<file path="src/hw/sctbm_cfg.svh">
// offsets, field positions, reset values and counts for the bus monitor register bank
`ifndef SCTBM_CFG_SVH
`define SCTBM_CFG_SVH
// register indices; byte address is four times the index
`define SCTBM_IDX_MODULE_STATUS   7'h50
`define SCTBM_IDX_RSVD_52         7'h52
`define SCTBM_IDX_RSVD_53         7'h53
`define SCTBM_IDX_LINE_MONITOR    7'h54
`define SCTBM_IDX_FIFO_STATUS     7'h55
`define SCTBM_IDX_RSVD_56         7'h56
`define SCTBM_IDX_BUS_DATA_PORT   7'h57
`define SCTBM_IDX_XFER_COUNT      7'h58
`define SCTBM_IDX_RSVD_59         7'h59
`define SCTBM_IDX_RSVD_5A         7'h5a
`define SCTBM_IDX_SYNC_CTL        7'h5b
`define SCTBM_IDX_RSVD_5C         7'h5c
`define SCTBM_IDX_SECOND_CONFIG   7'h61
`define SCTBM_IDX_IRQ_STATUS      7'h70
`define SCTBM_IDX_IRQ_MASK        7'h71
`define SCTBM_IDX_FIFO_READ       7'h72
// field positions
`define SCTBM_BIT_EMPTY           7
`define SCTBM_BIT_FULL            4
`define SCTBM_BIT_CNT_ZERO        2
`define SCTBM_BIT_IN_PROGRESS     0
`define SCTBM_BIT_FAST            7
`define SCTBM_BIT_IRQ_DONE        0
`define SCTBM_BIT_IRQ_FULL        1
// reset values
`define SCTBM_RST_SYNC_CTL        8'h00
`define SCTBM_RST_XFER_COUNT      5'h00
`define SCTBM_RST_DATA_PORT       8'h00
`define SCTBM_RST_IRQ             2'h0
// command codes written to the module status location
`define SCTBM_CMD_ASSERT_DATA     8'h01
`define SCTBM_CMD_DEASSERT_DATA   8'h02
`define SCTBM_CMD_START_XFER      8'h03
`define SCTBM_CMD_STOP_XFER       8'h04
// timing, in controller clock periods
`define SCTBM_BASE_FAST           5'h04
`define SCTBM_BASE_NORMAL         5'h08
// built-in fifo shape
`define SCTBM_FIFO_WIDTH          8
`define SCTBM_FIFO_DEPTH          15
`define SCTBM_FIFO_DEPTH_W        5'h0f
`endif

</file>
<file path="src/hw/sctbm_pkg.sv">
// types shared by the bus monitor register bank
package sctbm_pkg;
  // request handshake states
  typedef enum logic [2:0] {
    ST_IDLE     = 3'b000,
    ST_REQ_HI   = 3'b001,
    ST_REQ_LO   = 3'b010,
    ST_WAIT_REL = 3'b011
  } sctbm_state_t;
endpackage : sctbm_pkg

</file>
<file path="src/hw/sctbm_fifo.sv">
// built-in transfer fifo with fill count and flags
`timescale 1ns/1ns
`include "sctbm_cfg.svh"
module sctbm_fifo (
  input  wire logic       clk,
  input  wire logic       sys_rst,
  input  wire logic       pushValid,
  input  wire logic [7:0] pushData,
  output logic            pushReady,
  output logic            popValid,
  input  wire logic       popReady,
  output logic [7:0]      popData,
  output logic [3:0]      fillCount,
  output logic            emptyFlag,
  output logic            fullFlag
);
  logic [7:0] memReg [`SCTBM_FIFO_DEPTH];  // entry storage
  logic [3:0] wrIdxReg;                    // next entry to fill
  logic [3:0] rdIdxReg;                    // oldest entry
  logic [3:0] countReg;                    // occupied entries
  wire        doPush = pushValid && pushReady;
  wire        doPop  = popValid && popReady;
  wire  [3:0] lastIdx = 4'(`SCTBM_FIFO_DEPTH - 1);
  wire  [3:0] wrIdxNext = (wrIdxReg == lastIdx) ? 4'h0 : wrIdxReg + 4'h1;
  wire  [3:0] rdIdxNext = (rdIdxReg == lastIdx) ? 4'h0 : rdIdxReg + 4'h1;

  // flags derive from the single count so they always agree
  assign fillCount = countReg;
  assign emptyFlag = (countReg == 4'h0);
  assign fullFlag  = (countReg == 4'(`SCTBM_FIFO_DEPTH));
  assign pushReady = !fullFlag;
  assign popValid  = !emptyFlag;
  assign popData   = memReg[rdIdxReg];

  // one 8-bit storage register per entry
  genvar e;
  generate
    for (e = 0; e < `SCTBM_FIFO_DEPTH; e++) begin : g_entry
      always_ff @(posedge clk) begin
        if (sys_rst) begin
          memReg[e] <= 8'h00;
        end else if (doPush && wrIdxReg == 4'(e)) begin
          memReg[e] <= pushData;
        end
      end
    end
  endgenerate

  // pointers and count move in the same cycle as push or pop
  always_ff @(posedge clk) begin
    if (sys_rst) begin
      wrIdxReg <= 4'h0;
      rdIdxReg <= 4'h0;
      countReg <= 4'h0;
    end else begin
      if (doPush) wrIdxReg <= wrIdxNext;
      if (doPop) rdIdxReg <= rdIdxNext;
      if (doPush && !doPop) countReg <= countReg + 4'h1;
      else if (doPop && !doPush) countReg <= countReg - 4'h1;
    end
  end
endmodule : sctbm_fifo

</file>
<file path="src/hw/sctbm_regs.sv">
// bus monitor, data port, byte counter and synchronous timing register bank
//
// Decided for this implementation: the Avalon-MM register port.
`timescale 1ns/1ns
`include "sctbm_cfg.svh"
module sctbm_regs (
  input  wire logic        clk,
  input  wire logic        sys_rst,
  input  wire logic [8:0]  avs_address,
  input  wire logic [3:0]  avs_byteenable,
  input  wire logic        avs_read,
  input  wire logic        avs_write,
  input  wire logic [31:0] avs_writedata,
  output logic [31:0]      avs_readdata,
  output logic             avs_waitrequest,
  input  wire logic [7:0]  scsiCtlN,
  input  wire logic [7:0]  scsiDataInN,
  output logic [7:0]       scsiDataOutN,
  output logic             scsiDataOeN,
  output logic             reqLineN,
  output logic             irq
);
  // control line positions inside the monitor byte
  localparam int ACK_POS = 1;

  // bus handshake and register state
  logic        waitReg;          // waitrequest flop, low for the answer cycle
  logic [31:0] rdataReg;         // read data held for the answer cycle
  logic [7:0]  syncReg;          // sync_period_offset
  logic        fastReg;          // second_configuration fast_timing_select
  logic [7:0]  dataPortReg;      // bus_data_port written byte
  logic        assertDataReg;    // data lines driven from the data port
  logic [4:0]  byteCountReg;     // cpu_transfer_byte_count
  logic [4:0]  toRequestReg;     // bytes not yet requested
  logic [4:0]  outstandReg;      // requests not yet acknowledged
  logic        xferOnReg;        // transfer in progress
  logic [4:0]  cycCntReg;        // position inside a transfer cycle
  logic        ackPrevReg;       // acknowledge line one cycle ago
  logic [1:0]  irqStatReg;       // sticky events
  logic [1:0]  irqMaskReg;       // event enables
  logic        fullPrevReg;      // fifo full one cycle ago
  logic        irqReg;           // interrupt flop
  logic [7:0]  dataOutReg;       // data pin level
  logic        dataOeReg;        // data pin enable, low drives
  logic        reqReg;           // request pin level
  sctbm_pkg::sctbm_state_t stateReg;
  sctbm_pkg::sctbm_state_t stateNext;

  // fifo hookup
  logic [7:0]  popData;          // oldest fifo byte
  logic [3:0]  fillCount;        // occupied entries
  logic        emptyFlag;        // fifo empty
  logic        fullFlag;         // fifo full
  logic        pushReady;        // room for one more byte
  logic        popValid;         // a byte can be popped

  // address decode and strobes
  wire [6:0]  regIdx     = avs_address[8:2];
  wire        aligned    = (avs_address[1:0] == 2'b00);
  wire        rdStrobe   = avs_read && waitReg;  // first cycle of a read
  wire        wrStrobe   = avs_write && !waitReg && aligned && avs_byteenable[0];  // answer edge
  wire [7:0]  wrByte     = avs_writedata[7:0];
  wire        wrCommand  = wrStrobe && regIdx == `SCTBM_IDX_MODULE_STATUS;
  wire        wrDataPort = wrStrobe && regIdx == `SCTBM_IDX_BUS_DATA_PORT;
  wire        wrCount    = wrStrobe && regIdx == `SCTBM_IDX_XFER_COUNT;
  wire        wrSync     = wrStrobe && regIdx == `SCTBM_IDX_SYNC_CTL;
  wire        wrConfig   = wrStrobe && regIdx == `SCTBM_IDX_SECOND_CONFIG;
  wire        wrIrqStat  = wrStrobe && regIdx == `SCTBM_IDX_IRQ_STATUS;
  wire        wrIrqMask  = wrStrobe && regIdx == `SCTBM_IDX_IRQ_MASK;
  wire        rdFifo     = rdStrobe && aligned && regIdx == `SCTBM_IDX_FIFO_READ && popValid;

  // live line views, pins are negative logic
  wire [7:0]  lineSense  = ~scsiCtlN;
  wire [7:0]  dataSense  = ~scsiDataInN;
  wire        ackSense   = lineSense[ACK_POS];
  wire        ackRise    = ackSense && !ackPrevReg;

  // timing selection
  wire [3:0]  periodField = syncReg[7:4];
  wire [3:0]  offsetField = syncReg[3:0];
  wire        syncMode    = (offsetField != 4'h0);
  wire [4:0]  baseLen     = fastReg ? `SCTBM_BASE_FAST : `SCTBM_BASE_NORMAL;
  wire [4:0]  cycleLen    = baseLen + {1'b0, periodField};
  wire [4:0]  hiLen       = {1'b0, cycleLen[4:1]};
  wire [4:0]  inFlight    = {1'b0, fillCount} + outstandReg;
  wire        roomFree    = (inFlight < `SCTBM_FIFO_DEPTH_W);
  wire        credit      = (outstandReg < {1'b0, offsetField});
  wire        canIssue    = xferOnReg && (toRequestReg != 5'h00) && roomFree && (!syncMode || credit);
  wire        reqIssue    = (stateReg == sctbm_pkg::ST_IDLE) && canIssue;
  wire        pushByte    = xferOnReg && ackRise && (outstandReg != 5'h00);
  wire        xferDone    = xferOnReg && (byteCountReg == 5'h00) && (outstandReg == 5'h00);
  wire        fullRise    = fullFlag && !fullPrevReg;

  // status bytes
  wire [7:0]  fifoStatus   = {emptyFlag, 2'b00, fullFlag, fillCount};
  wire [7:0]  moduleStatus = {5'h00, (byteCountReg == 5'h00), 1'b0, xferOnReg};
  wire [1:0]  irqEvents    = {fullRise, xferDone};
  wire [1:0]  irqStatNext  = irqEvents | (irqStatReg & ~(wrIrqStat ? wrByte[1:0] : 2'b00));

  // read selection; anything not listed reads zero
  logic [7:0] rdByte;
  always_comb begin
    rdByte = 8'h00;
    if (!aligned) begin
      rdByte = 8'h00;
    end else if (regIdx == `SCTBM_IDX_MODULE_STATUS) begin
      rdByte = moduleStatus;
    end else if (regIdx == `SCTBM_IDX_LINE_MONITOR) begin
      rdByte = lineSense;
    end else if (regIdx == `SCTBM_IDX_FIFO_STATUS) begin
      rdByte = fifoStatus;
    end else if (regIdx == `SCTBM_IDX_BUS_DATA_PORT) begin
      rdByte = dataSense;
    end else if (regIdx == `SCTBM_IDX_XFER_COUNT) begin
      rdByte = {3'b000, byteCountReg};
    end else if (regIdx == `SCTBM_IDX_SYNC_CTL) begin
      rdByte = syncReg;
    end else if (regIdx == `SCTBM_IDX_SECOND_CONFIG) begin
      rdByte = {fastReg, 7'h00};
    end else if (regIdx == `SCTBM_IDX_IRQ_STATUS) begin
      rdByte = {6'h00, irqStatReg};
    end else if (regIdx == `SCTBM_IDX_IRQ_MASK) begin
      rdByte = {6'h00, irqMaskReg};
    end else if (regIdx == `SCTBM_IDX_FIFO_READ) begin
      rdByte = popData;
    end
  end

  // request handshake sequencing
  always_comb begin
    stateNext = stateReg;
    case (stateReg)
      sctbm_pkg::ST_IDLE: begin
        if (reqIssue) stateNext = sctbm_pkg::ST_REQ_HI;
      end
      sctbm_pkg::ST_REQ_HI: begin
        if (!syncMode) begin
          if (ackSense) stateNext = sctbm_pkg::ST_WAIT_REL;
        end else if (cycCntReg == hiLen - 5'h01) begin
          stateNext = sctbm_pkg::ST_REQ_LO;
        end
      end
      sctbm_pkg::ST_REQ_LO: begin
        // leave one early: the idle cycle before the next start completes the cycle
        if (cycCntReg == cycleLen - 5'h02) stateNext = sctbm_pkg::ST_IDLE;
      end
      sctbm_pkg::ST_WAIT_REL: begin
        if (!ackSense) stateNext = sctbm_pkg::ST_IDLE;
      end
      default: stateNext = sctbm_pkg::ST_IDLE;
    endcase
  end

  // avalon answer: one wait cycle, then the answer edge
  always_ff @(posedge clk) begin
    if (sys_rst) begin
      waitReg  <= 1'b1;
      rdataReg <= 32'h0000_0000;
    end else begin
      waitReg <= !((avs_read || avs_write) && waitReg);
      if (rdStrobe) rdataReg <= {24'h000000, rdByte};
    end
  end

  // software registers; read-only and reserved writes fall through
  always_ff @(posedge clk) begin
    if (sys_rst) begin
      syncReg       <= `SCTBM_RST_SYNC_CTL;
      fastReg       <= 1'b0;
      dataPortReg   <= `SCTBM_RST_DATA_PORT;
      assertDataReg <= 1'b0;
      irqMaskReg    <= `SCTBM_RST_IRQ;
      irqStatReg    <= `SCTBM_RST_IRQ;
    end else begin
      if (wrSync) syncReg <= wrByte;
      if (wrConfig) fastReg <= wrByte[`SCTBM_BIT_FAST];
      if (wrDataPort) dataPortReg <= wrByte;
      if (wrCommand && wrByte == `SCTBM_CMD_ASSERT_DATA) assertDataReg <= 1'b1;
      else if (wrCommand && wrByte == `SCTBM_CMD_DEASSERT_DATA) assertDataReg <= 1'b0;
      if (wrIrqMask) irqMaskReg <= wrByte[1:0];
      irqStatReg <= irqStatNext;  // events win over the clear
    end
  end

  // byte counter and transfer bookkeeping
  always_ff @(posedge clk) begin
    if (sys_rst) begin
      byteCountReg <= `SCTBM_RST_XFER_COUNT;
      toRequestReg <= 5'h00;
      xferOnReg    <= 1'b0;
    end else begin
      if (wrCount && !xferOnReg) begin
        byteCountReg <= wrByte[4:0];
      end else if (pushByte && byteCountReg != 5'h00) begin
        byteCountReg <= byteCountReg - 5'h01;
      end
      if (wrCommand && wrByte == `SCTBM_CMD_START_XFER) begin
        xferOnReg    <= 1'b1;
        toRequestReg <= byteCountReg;
      end else if ((wrCommand && wrByte == `SCTBM_CMD_STOP_XFER) || xferDone) begin
        xferOnReg    <= 1'b0;
        toRequestReg <= 5'h00;
      end else if (reqIssue) begin
        toRequestReg <= toRequestReg - 5'h01;
      end
    end
  end

  // handshake state, cycle position and unanswered requests
  always_ff @(posedge clk) begin
    if (sys_rst) begin
      stateReg    <= sctbm_pkg::ST_IDLE;
      cycCntReg   <= 5'h00;
      outstandReg <= 5'h00;
      ackPrevReg  <= 1'b0;
      fullPrevReg <= 1'b0;
    end else begin
      stateReg    <= stateNext;
      cycCntReg   <= reqIssue ? 5'h00 : cycCntReg + 5'h01;
      ackPrevReg  <= ackSense;
      fullPrevReg <= fullFlag;
      if (!xferOnReg) outstandReg <= 5'h00;
      else if (reqIssue && !pushByte) outstandReg <= outstandReg + 5'h01;
      else if (pushByte && !reqIssue) outstandReg <= outstandReg - 5'h01;
    end
  end

  // pin and interrupt flops
  always_ff @(posedge clk) begin
    if (sys_rst) begin
      dataOutReg <= 8'hff;
      dataOeReg  <= 1'b1;
      reqReg     <= 1'b1;
      irqReg     <= 1'b0;
    end else begin
      dataOutReg <= ~dataPortReg;
      dataOeReg  <= !assertDataReg;
      reqReg     <= !(stateNext == sctbm_pkg::ST_REQ_HI);
      irqReg     <= |(irqStatNext & irqMaskReg);
    end
  end

  assign avs_waitrequest = waitReg;
  assign avs_readdata    = rdataReg;
  assign scsiDataOutN    = dataOutReg;
  assign scsiDataOeN     = dataOeReg;
  assign reqLineN        = reqReg;
  assign irq             = irqReg;

  // built-in fifo: filled from the bus on acknowledge, drained by cpu reads
  sctbm_fifo u_fifo (
    .clk       (clk),
    .sys_rst   (sys_rst),
    .pushValid (pushByte),
    .pushData  (dataSense),
    .pushReady (pushReady),
    .popValid  (popValid),
    .popReady  (rdFifo),
    .popData   (popData),
    .fillCount (fillCount),
    .emptyFlag (emptyFlag),
    .fullFlag  (fullFlag)
  );

  // spacing between synchronous request starts
  logic [5:0] sinceIssueReg;  // cycles since last request start, saturating
  always_ff @(posedge clk) begin
    if (sys_rst) sinceIssueReg <= 6'h3f;
    else if (reqIssue) sinceIssueReg <= 6'h01;
    else if (sinceIssueReg != 6'h3f) sinceIssueReg <= sinceIssueReg + 6'h01;
  end

  // checks
  a_monitor_live: assert property (@(posedge clk) disable iff (sys_rst)
    rdStrobe && aligned && regIdx == `SCTBM_IDX_LINE_MONITOR |=> avs_readdata[7:0] == ~$past(scsiCtlN))
    else $error("monitor read not the live lines");
  a_empty_flag: assert property (@(posedge clk) disable iff (sys_rst)
    rdStrobe && aligned && regIdx == `SCTBM_IDX_FIFO_STATUS
      |=> avs_readdata[`SCTBM_BIT_EMPTY] == ($past(fillCount) == 4'h0))
    else $error("empty flag wrong");
  a_full_flag: assert property (@(posedge clk) disable iff (sys_rst)
    rdStrobe && aligned && regIdx == `SCTBM_IDX_FIFO_STATUS
      |=> avs_readdata[`SCTBM_BIT_FULL] == ($past(fillCount) == 4'hf))
    else $error("full flag wrong");
  a_fill_count: assert property (@(posedge clk) disable iff (sys_rst)
    pushByte && pushReady && !rdFifo |=> fillCount == $past(fillCount) + 4'h1)
    else $error("fill count missed a push");
  a_data_drive: assert property (@(posedge clk) disable iff (sys_rst)
    assertDataReg && $stable(dataPortReg) |=> !scsiDataOeN && scsiDataOutN == ~$past(dataPortReg))
    else $error("data port not driven");
  a_data_sample: assert property (@(posedge clk) disable iff (sys_rst)
    rdStrobe && aligned && regIdx == `SCTBM_IDX_BUS_DATA_PORT |=> avs_readdata[7:0] == ~$past(scsiDataInN))
    else $error("data read not the bus");
  a_count_upper: assert property (@(posedge clk) disable iff (sys_rst)
    rdStrobe && aligned && regIdx == `SCTBM_IDX_XFER_COUNT |=> avs_readdata[7:5] == 3'b000)
    else $error("counter upper bits set");
  a_sync_readback: assert property (@(posedge clk) disable iff (sys_rst)
    wrSync |=> syncReg == $past(avs_writedata[7:0]))
    else $error("sync control lost write");
  a_cycle_length: assert property (@(posedge clk) disable iff (sys_rst)
    reqIssue && syncMode && $stable(syncReg) && $stable(fastReg) |-> sinceIssueReg >= {1'b0, cycleLen})
    else $error("synchronous cycle too short");
  a_async_hold: assert property (@(posedge clk) disable iff (sys_rst)
    !syncMode && stateReg == sctbm_pkg::ST_REQ_HI && !ackSense && $stable(syncReg) |=> !reqLineN)
    else $error("request dropped before acknowledge");
  a_offset_limit: assert property (@(posedge clk) disable iff (sys_rst)
    syncMode && $stable(syncReg) |-> outstandReg <= {1'b0, offsetField})
    else $error("too many unanswered requests");
  a_counter_zero: assert property (@(posedge clk) disable iff (sys_rst)
    rdStrobe && aligned && regIdx == `SCTBM_IDX_MODULE_STATUS
      |=> avs_readdata[`SCTBM_BIT_CNT_ZERO] == ($past(byteCountReg) == 5'h00))
    else $error("counter-zero flag wrong");
  a_reserved_zero: assert property (@(posedge clk) disable iff (sys_rst)
    rdStrobe && (regIdx == `SCTBM_IDX_RSVD_52 || regIdx == `SCTBM_IDX_RSVD_56 || regIdx == `SCTBM_IDX_RSVD_5C)
      |=> avs_readdata == 32'h0000_0000)
    else $error("reserved read not zero");
  a_reserved_rest: assert property (@(posedge clk) disable iff (sys_rst)
    rdStrobe && (regIdx == `SCTBM_IDX_RSVD_53 || regIdx == `SCTBM_IDX_RSVD_59 || regIdx == `SCTBM_IDX_RSVD_5A)
      |=> avs_readdata == 32'h0000_0000)
    else $error("other reserved read not zero");
  a_release_pins: assert property (@(posedge clk) disable iff (sys_rst)
    !assertDataReg |=> scsiDataOeN)
    else $error("data lines driven after deassert");
endmodule : sctbm_regs

</file>
<file path="config.mk">
export PLATFORM = sky130hd
export DESIGN_NAME = sctbm_regs
export DESIGN_NICKNAME = d
export VERILOG_FILES = /design/src/hw/sctbm_pkg.sv /design/src/hw/sctbm_fifo.sv /design/src/hw/sctbm_regs.sv
export VERILOG_INCLUDE_DIRS = /design/src /design/src/hw
export SDC_FILE = /design/constraint.sdc
export NUM_CORES = 1
export LEC_CHECK = 0
export ABC_AREA = 1
export ABC_CLOCK_PERIOD_IN_PS = 2900
export BUFFER_PORTS_ARGS = -buffer_cell sky130_fd_sc_hd__buf_2
export CAP_MARGIN = 5
export CELL_PAD_IN_SITES_DETAIL_PLACEMENT = 1
export CELL_PAD_IN_SITES_GLOBAL_PLACEMENT = 2
export CORE_ASPECT_RATIO = 1.25
export CORE_MARGIN = 8
export CORE_UTILIZATION = 32
export DETAILED_ROUTE_END_ITERATION = 10
export PLACE_DENSITY_LB_ADDON = 0.1
export SYNTH_ARGS = -nofsm -noshare
export SYNTH_HDL_FRONTEND = slang
export SYNTH_SLANG_ARGS = --single-unit
export TNS_END_PERCENT = 20
</file>
<file path="constraint.sdc">
create_clock -name clk -period 2.9 [get_ports clk]
set_input_delay 0 -clock clk [delete_from_list [all_inputs] [get_ports clk]]
set_output_delay 0 -clock clk [all_outputs]
set_load 0.05 [all_outputs]
</file>
**Word-level counts from Yosys, hierarchy flattened**

Memories as Yosys holds them, arrays and structs flattened. A register that Yosys moved wholly into a read port is not among the register bits.
Index checks and enable logic that the tools add are counted.

- Register bits after elaboration: 80
- Bits of input ports: 65
- RAM bits: 120
- Memories: 1

Memories:

| name | words | bits a word | read ports | clocked after memory_dff | write ports | line | RTL |
|---|---|---|---|---|---|---|---|
| u_fifo.memReg | 15 | 8 | 1 | 1 | 15 | sctbm_fifo.sv:17 | `` logic [7:0] memReg [`SCTBM_FIFO_DEPTH]; `` |

- Reductions and logical operators: 88
- Add/subtract/negate cells: 13
- Bitwise gates (word level): 23
- Order comparisons: 2
- Equality and inequality tests: 36
- Mux-type cells: 99

Operators by type and width:

| kind | number |
|---|---|
| $mux 8 | 26 |
| $eq 7x7->1 const B | 10 |
| $logic_and 1x1->1 | 52 |
| $mux 1 | 51 |
| $eq 4x4->1 const B | 9 |
| $mux 5 | 7 |
| $mux 4 | 7 |
| $not 8->8 | 3 |
| $mux 3 | 6 |
| $eq 4x3->1 const B | 4 |
| $eq 8x2->1 const B | 2 |
| $or 1x1->1 | 15 |
| $reduce_bool 5->1 | 3 |
| $sub 5x1->5 const B | 3 |
| $logic_not 1->1 | 14 |
| $add 4x1->4 const B | 3 |
| $pmux 3 s4 | 1 |
| $add 5x1->5 const B | 2 |
| $eq 5x5->1 | 2 |
| $logic_not 5->1 | 2 |
| $reduce_bool 2->1 | 5 |
| $eq 4x2->1 const B | 2 |
| $eq 8x1->1 const B | 1 |
| $eq 8x3->1 const B | 1 |
| 22 further kinds | 30 |

**Logic depth before layout (Yosys ltp)**

- Word-level depth: 12
- Gate-level depth with buffers: 20
- Mapped depth without buffers: 20

**Cells and area by module**

Synthesis repeated with hierarchy kept, for this count alone.

- Cell total of the unflattened synthesis: 1,345
- Area total of the unflattened synthesis: 10,895.4 um2

Modules (own cells, without submodules):

| module | times used | area an instance (um2) | cells each | sequential area each (um2) |
|---|---|---|---|---|
| sctbm_fifo | 1 | 6,759.0 | 758 | 3,923.8 |
| sctbm_regs | 1 | 4,136.5 | 587 | 1,361.3 |

**Worst setup path after synthesis**

No wires, ideal clock.

- Path kind: register to register
- From: reg u_fifo.countReg[0], in the netlist u_fifo.fillCount[0]
- To: reg outstandReg[4]
- Setup slack: -33 ps
- Arrival: 2,812 ps
- Clock period less this slack: 2,933 ps
- Required time: 2,779 ps
- Library setup time: 121 ps
- Buffers on the path: 0
- Cell stages (with the launch flop): 19
- Cell sequence: dfxtp_1 -> ha_1 -> fa_1 -> nand2_1 -> nand2_1 -> a21oi_1 -> xor2_1 -> nor2_1 -> nand3_1 -> inv_1 -> ha_1 -> inv_1 -> ha_1 -> nand2_1 -> nor2_1 -> a211oi_1 -> nor2_1 -> nor3_1 -> nor3_1

- Word-level cells in the longest chain between the ends: 8

RTL lines:

| item | line | RTL |
|---|---|---|
| start, declared | sctbm_fifo.sv:20 | `logic [3:0] countReg;` |
| start signal, assigned | sctbm_fifo.sv:58 | `if (doPush && !doPop) countReg <= countReg + 4'h1;` |
| start signal, assigned | sctbm_fifo.sv:59 | `else if (doPop && !doPush) countReg <= countReg - 4'h1;` |
| $add 4x5->5 * | sctbm_regs.sv:85 | `wire [4:0] inFlight = {1'b0, fillCount} + outstandReg;` |
| $lt 5x4->1 (no line) * | n/a |  |
| $logic_and 1x1->1 * (2 in a row) | sctbm_regs.sv:88 | `wire canIssue = xferOnReg && (toRequestReg != 5'h00) && roomFree && (!syncMode \|\| credit);` |
| $logic_and 1x1->1 * | sctbm_regs.sv:89 | `wire reqIssue = (stateReg == sctbm_pkg::ST_IDLE) && canIssue;` |
| $logic_not 1->1 | sctbm_regs.sv:224 | `else if (pushByte && !reqIssue) outstandReg <= outstandReg - 5'h01;` |
| $logic_and 1x1->1 | sctbm_regs.sv:224 |  |
| $reduce_bool 2->1 (no line) | n/a |  |
| end signal, assigned | sctbm_regs.sv:223 | `else if (reqIssue && !pushByte) outstandReg <= outstandReg + 5'h01;` |
| end signal, assigned | sctbm_regs.sv:224 |  |
| end, declared | sctbm_regs.sv:35 | `logic [4:0] outstandReg;` |

Mark *: on every way between the ends. The rest lies on a longest branch, timed or not.
A chain may end at the register's enable or synchronous reset.

**Final worst setup path**

- From: reg outstandReg[0]
- To: reg outstandReg[4]

- Word-level cells in the longest chain between the ends: 8

RTL lines:

| item | line |
|---|---|
| $add 4x5->5 | sctbm_regs.sv:85 |
| $lt 5x4->1 (no line) | n/a |
| $logic_and 1x1->1 (2 in a row) | sctbm_regs.sv:88 |
| $logic_and 1x1->1 | sctbm_regs.sv:89 |
| $logic_not 1->1 | sctbm_regs.sv:224 |
| $logic_and 1x1->1 | sctbm_regs.sv:224 |
| $reduce_bool 2->1 (no line) | n/a |

Several ways; a longest one is shown, not always the timed one. The select of a mux whose other input is x is not followed.

==> impl_metrics.env <==
export IMPL_cp_cell_sequence="ha_4 -> fa_2 -> nand2_2 -> nand2_2 -> a21oi_2 -> xor2_1 -> nor2_1 -> nand3_2 -> inv_2 -> ha_4 -> buf_6 -> fa_2 -> nor2_4 -> a211oi_2 -> nand2_1 -> nand2_1 -> nor3_1 -> nor3_1"
export IMPL_dieArea_mm2=0.0380
export IMPL_avgSynthCellArea_um2=8.51
export IMPL_cp_top_family="adder cells"
export IMPL_crit_slowest_cell="fa_2"
export IMPL_drive_gt1_share_pct=17.0
export IMPL_cts_buffer_depth=3
export IMPL_setup_viol=0
export IMPL_worst_ep_arrival_time_ns=3.17
export IMPL_cp_start_kind="register"
export IMPL_max_slew_margin_pct=39.8
export IMPL_grt_setup_unrepaired="yes"
export IMPL_num_vias=8539
export IMPL_detail_route_antenna_nets=0
export IMPL_cp_required_ns=3.31
export IMPL_ys_seq_elements=204
export IMPL_power_leakage_nw=4.99
export IMPL_syn_area_mm2=0.0102
export IMPL_dieWidth_um=176
export IMPL_synth_edf_count=120
export IMPL_async_flop_share_pct=0
export IMPL_fin_crit_ns=2.76
export IMPL_hold_violations=0
export IMPL_path_class="register to register"
export IMPL_grt_ovfl_total=0
export IMPL_max_cap_violations=0
export IMPL_wire_per_inst_um=19.4
export IMPL_p_per_area_mw_per_mm2=552
export IMPL_cts_sinks=204
export IMPL_syn2layout_area_growth_pct=21.6
export IMPL_grt_antenna_before_repair=0
export IMPL_gp_congestion=0.833
export IMPL_firstDrtPassIters=4
export IMPL_clock_latency_ns=0.53
export IMPL_critPathBufInv=2
export IMPL_cts_tree="built"
export IMPL_yosys_most_used_dff="edfxtp_1"
export IMPL_port_buffers=57
export IMPL_fin_skew_ns=0.0128
export IMPL_power_mw=6.88
export IMPL_dp_slack_ns=-0.0766
export IMPL_drt_iter0_markers=416
export IMPL_cts_htree_levels=1
export IMPL_maxClockFrequency_mhz=362
export IMPL_status="complete, no violations"
export IMPL_ys_warnings_count=0
export IMPL_n_antenna_cell=0
export IMPL_critPathMaxStageDelay_ns=0.37
export IMPL_grt_usage_pct=17.7
export IMPL_slew_viol_final=0
export IMPL_fin_ws_ns=0.137
export IMPL_fin_crit_sh_pct=95.3
export IMPL_route_detailed_drc=0
export IMPL_grt_first_pass_wirelength_um=52100
export IMPL_grt_max_degree=30
export IMPL_cts_buffers=24
export IMPL_via_per_inst=4.87
export IMPL_cts_setup_buffers=0
export IMPL_initial_core_util_pct=32.3
export IMPL_drt_total_wl_um=34000
export IMPL_ir_worst_vdd_uv=399
export IMPL_grt_pass1_vias=8991
export IMPL_clk_pin_slew_ns=0.06
export IMPL_end_kind="register"
export IMPL_reg2reg_slack_ns=0.14
export IMPL_dieHeight_um=216
export IMPL_seq_area_frac_synth_pct=51.6
export IMPL_ioPinCount=109
export IMPL_tightest_slew_ns=0.895
export IMPL_core_area_mm2=0.0317
export IMPL_fp_row_count=73
export IMPL_dp_hpwl_um=24600
export IMPL_syn_inst=1203
export IMPL_root_buffer="clkbuf_16"
export IMPL_hp_class="input pin to register"
export IMPL_final_net_count=1414
export IMPL_cp_max_fo=3
export IMPL_synth_distinct_cells=48
[layout make-up]
class	count	area, µm²
clock buffers	31	689
clock inverters	13	184
fillers	3781	19200
inverters	115	434
multi-input cells	838	4350
flip-flops and latches	204	5290
well taps	412	515
repair buffers	141	992
[synthesized netlist by cell type (3+ instances only)]
| cell | count | share of area [%] |
|---|---|---|
| edfxtp_1 | 120 | 35 |
| fa_1 | 4 | 0.78 |
| buf_4 | 25 | 1.8 |
| nor2_4 | 5 | 0.55 |
| o21ai_0 | 66 | 3.2 |
| o21ai_1 | 17 | 0.83 |
| buf_1 | 6 | 0.22 |
| nand3_2 | 11 | 1.1 |
| nor3_4 | 3 | 0.48 |
| o21bai_1 | 3 | 0.22 |
| a21oi_1 | 64 | 3.1 |
| o22ai_1 | 14 | 0.86 |
| ha_1 | 21 | 2.6 |
| inv_1 | 94 | 3.4 |
| o211ai_1 | 8 | 0.59 |
| nor4_1 | 7 | 0.43 |
| nand4_1 | 8 | 0.49 |
| xnor2_1 | 7 | 0.60 |
| clkbuf_1 | 29 | 1.1 |
| a31oi_1 | 3 | 0.18 |
| xor2_1 | 17 | 1.5 |
| buf_2 | 10 | 0.49 |
| inv_2 | 19 | 0.70 |
| nor3_1 | 15 | 0.73 |
| nand2_1 | 197 | 7.2 |
| nor3_2 | 3 | 0.29 |
| nor2_1 | 218 | 8.0 |
| nand2_2 | 3 | 0.18 |
| nand3_1 | 91 | 4.4 |
| a211oi_1 | 5 | 0.37 |
| dfxtp_1 | 84 | 16 |
| nor2_2 | 5 | 0.31 |
[cell usage in the layout, fill, tap and decap left out, types with 5 or more instances in the layout]
cell type and instances:
inv_1 91, inv_2 21, nand3_1 90, edfxtp_1 120, conb_1 25, nand2_2 5, clkbuf_16 26, xor2_1 17
nor3_1 15, ha_1 17, buf_4 58, clkinv_1 5, a21oi_1 63, nand3_2 12, buf_2 57, nor2_2 5
o22ai_1 14, nand4_1 8, nor4_1 7, o211ai_1 8, dfxtp_1 81, nor2_4 6, nor2_1 217, o21ai_0 66
xnor2_1 7, o21ai_1 17, dlygate4sd3_1 24, nand2_1 194
[state kept, by name, indices dropped and copies added, names as in the netlist, 2 cells and up, named ones only]
name / count
avs_readdata: 8
byteCountReg: 5
cycCntReg: 5
dataPortReg: 8
irqMaskReg: 2
irqStatReg: 2
outstandReg: 5
scsiDataOutN: 8
stateReg: 3
syncReg: 8
toRequestReg: 5
u_fifo.fillCount: 4
u_fifo.memReg: 120
u_fifo.rdIdxReg: 4
u_fifo.wrIdxReg: 4
[repair_timing]
action | in CTS | in global routing
endpoints found under the hold margin | 48 | 0
pin swaps | 1 | 9
hold buffers | 24 | 0
gates resized for setup | 4 | 19
cloned | 0 | 0
setup endpoints to repair | 2 | 4
[through the flow]
step	util [%]	instances	hold slack [ns]	cell area (µm²)	TNS, ns
2_1_floorplan	-	1227	0.0724	10300	0
3_5_place_dp	35.5	1686	0.232	11200	-0.0766
3_3_place_gp	35.5	1686	0.231	11200	-0.0371
5_1_grt	39.3	1754	0.00952	12500	-0.0874
6_report	39.3	1754	0.0108	12500	0
4_1_cts	39.0	1754	0.000543	12400	0
[power by group]
group | switching [mW] | total (mW) | internal [mW] | leakage (nW)
Combinational | 0.283 | 0.379 | 0.0956 | 2.76
Sequential | 0.0319 | 3.18 | 3.15 | 1.82
Clock | 1.27 | 3.32 | 2.04 | 0.415
Total | 1.59 | 6.88 | 5.29 | 4.99
[layer usage]
layer | up-vias | global-route usage, % | routed length, µm
li1 | 4218 | - | -
met1 | 4168 | 19.9 | 13700
met2 | 114 | 34.1 | 18500
met3 | 39 | 1.89 | 905
met4 | 0 | 5.55 | 819
met5 | - | 0 | 0
[cells by family (layout without fill, tap and decap cells)]
kind of cell               count (synthesis)  count (layout)  synth area share [%]
xor gates and xnor gates                  24              24                  2.05
AOI/OAI and AO/OA                        188             188                  10.1
DFF                                      204             204                  51.6
buffers and inverters                    185             300                  7.82
and+or+nand+nor                          576             576                  25.0
adders and majority gates                 25              25                  3.35
other                                      1              25                0.0366
[final timing paths]
path             startpoint                    to  cells past startpoint
min reg2reg  dataPortReg[4]       scsiDataOutN[4]                      1
min          scsiDataInN[6]  u_fifo.memReg[12][6]                      2
max reg2reg  outstandReg[0]        outstandReg[4]                     18
max          outstandReg[0]        outstandReg[4]                     18
(Power assumes the default switching activity.)
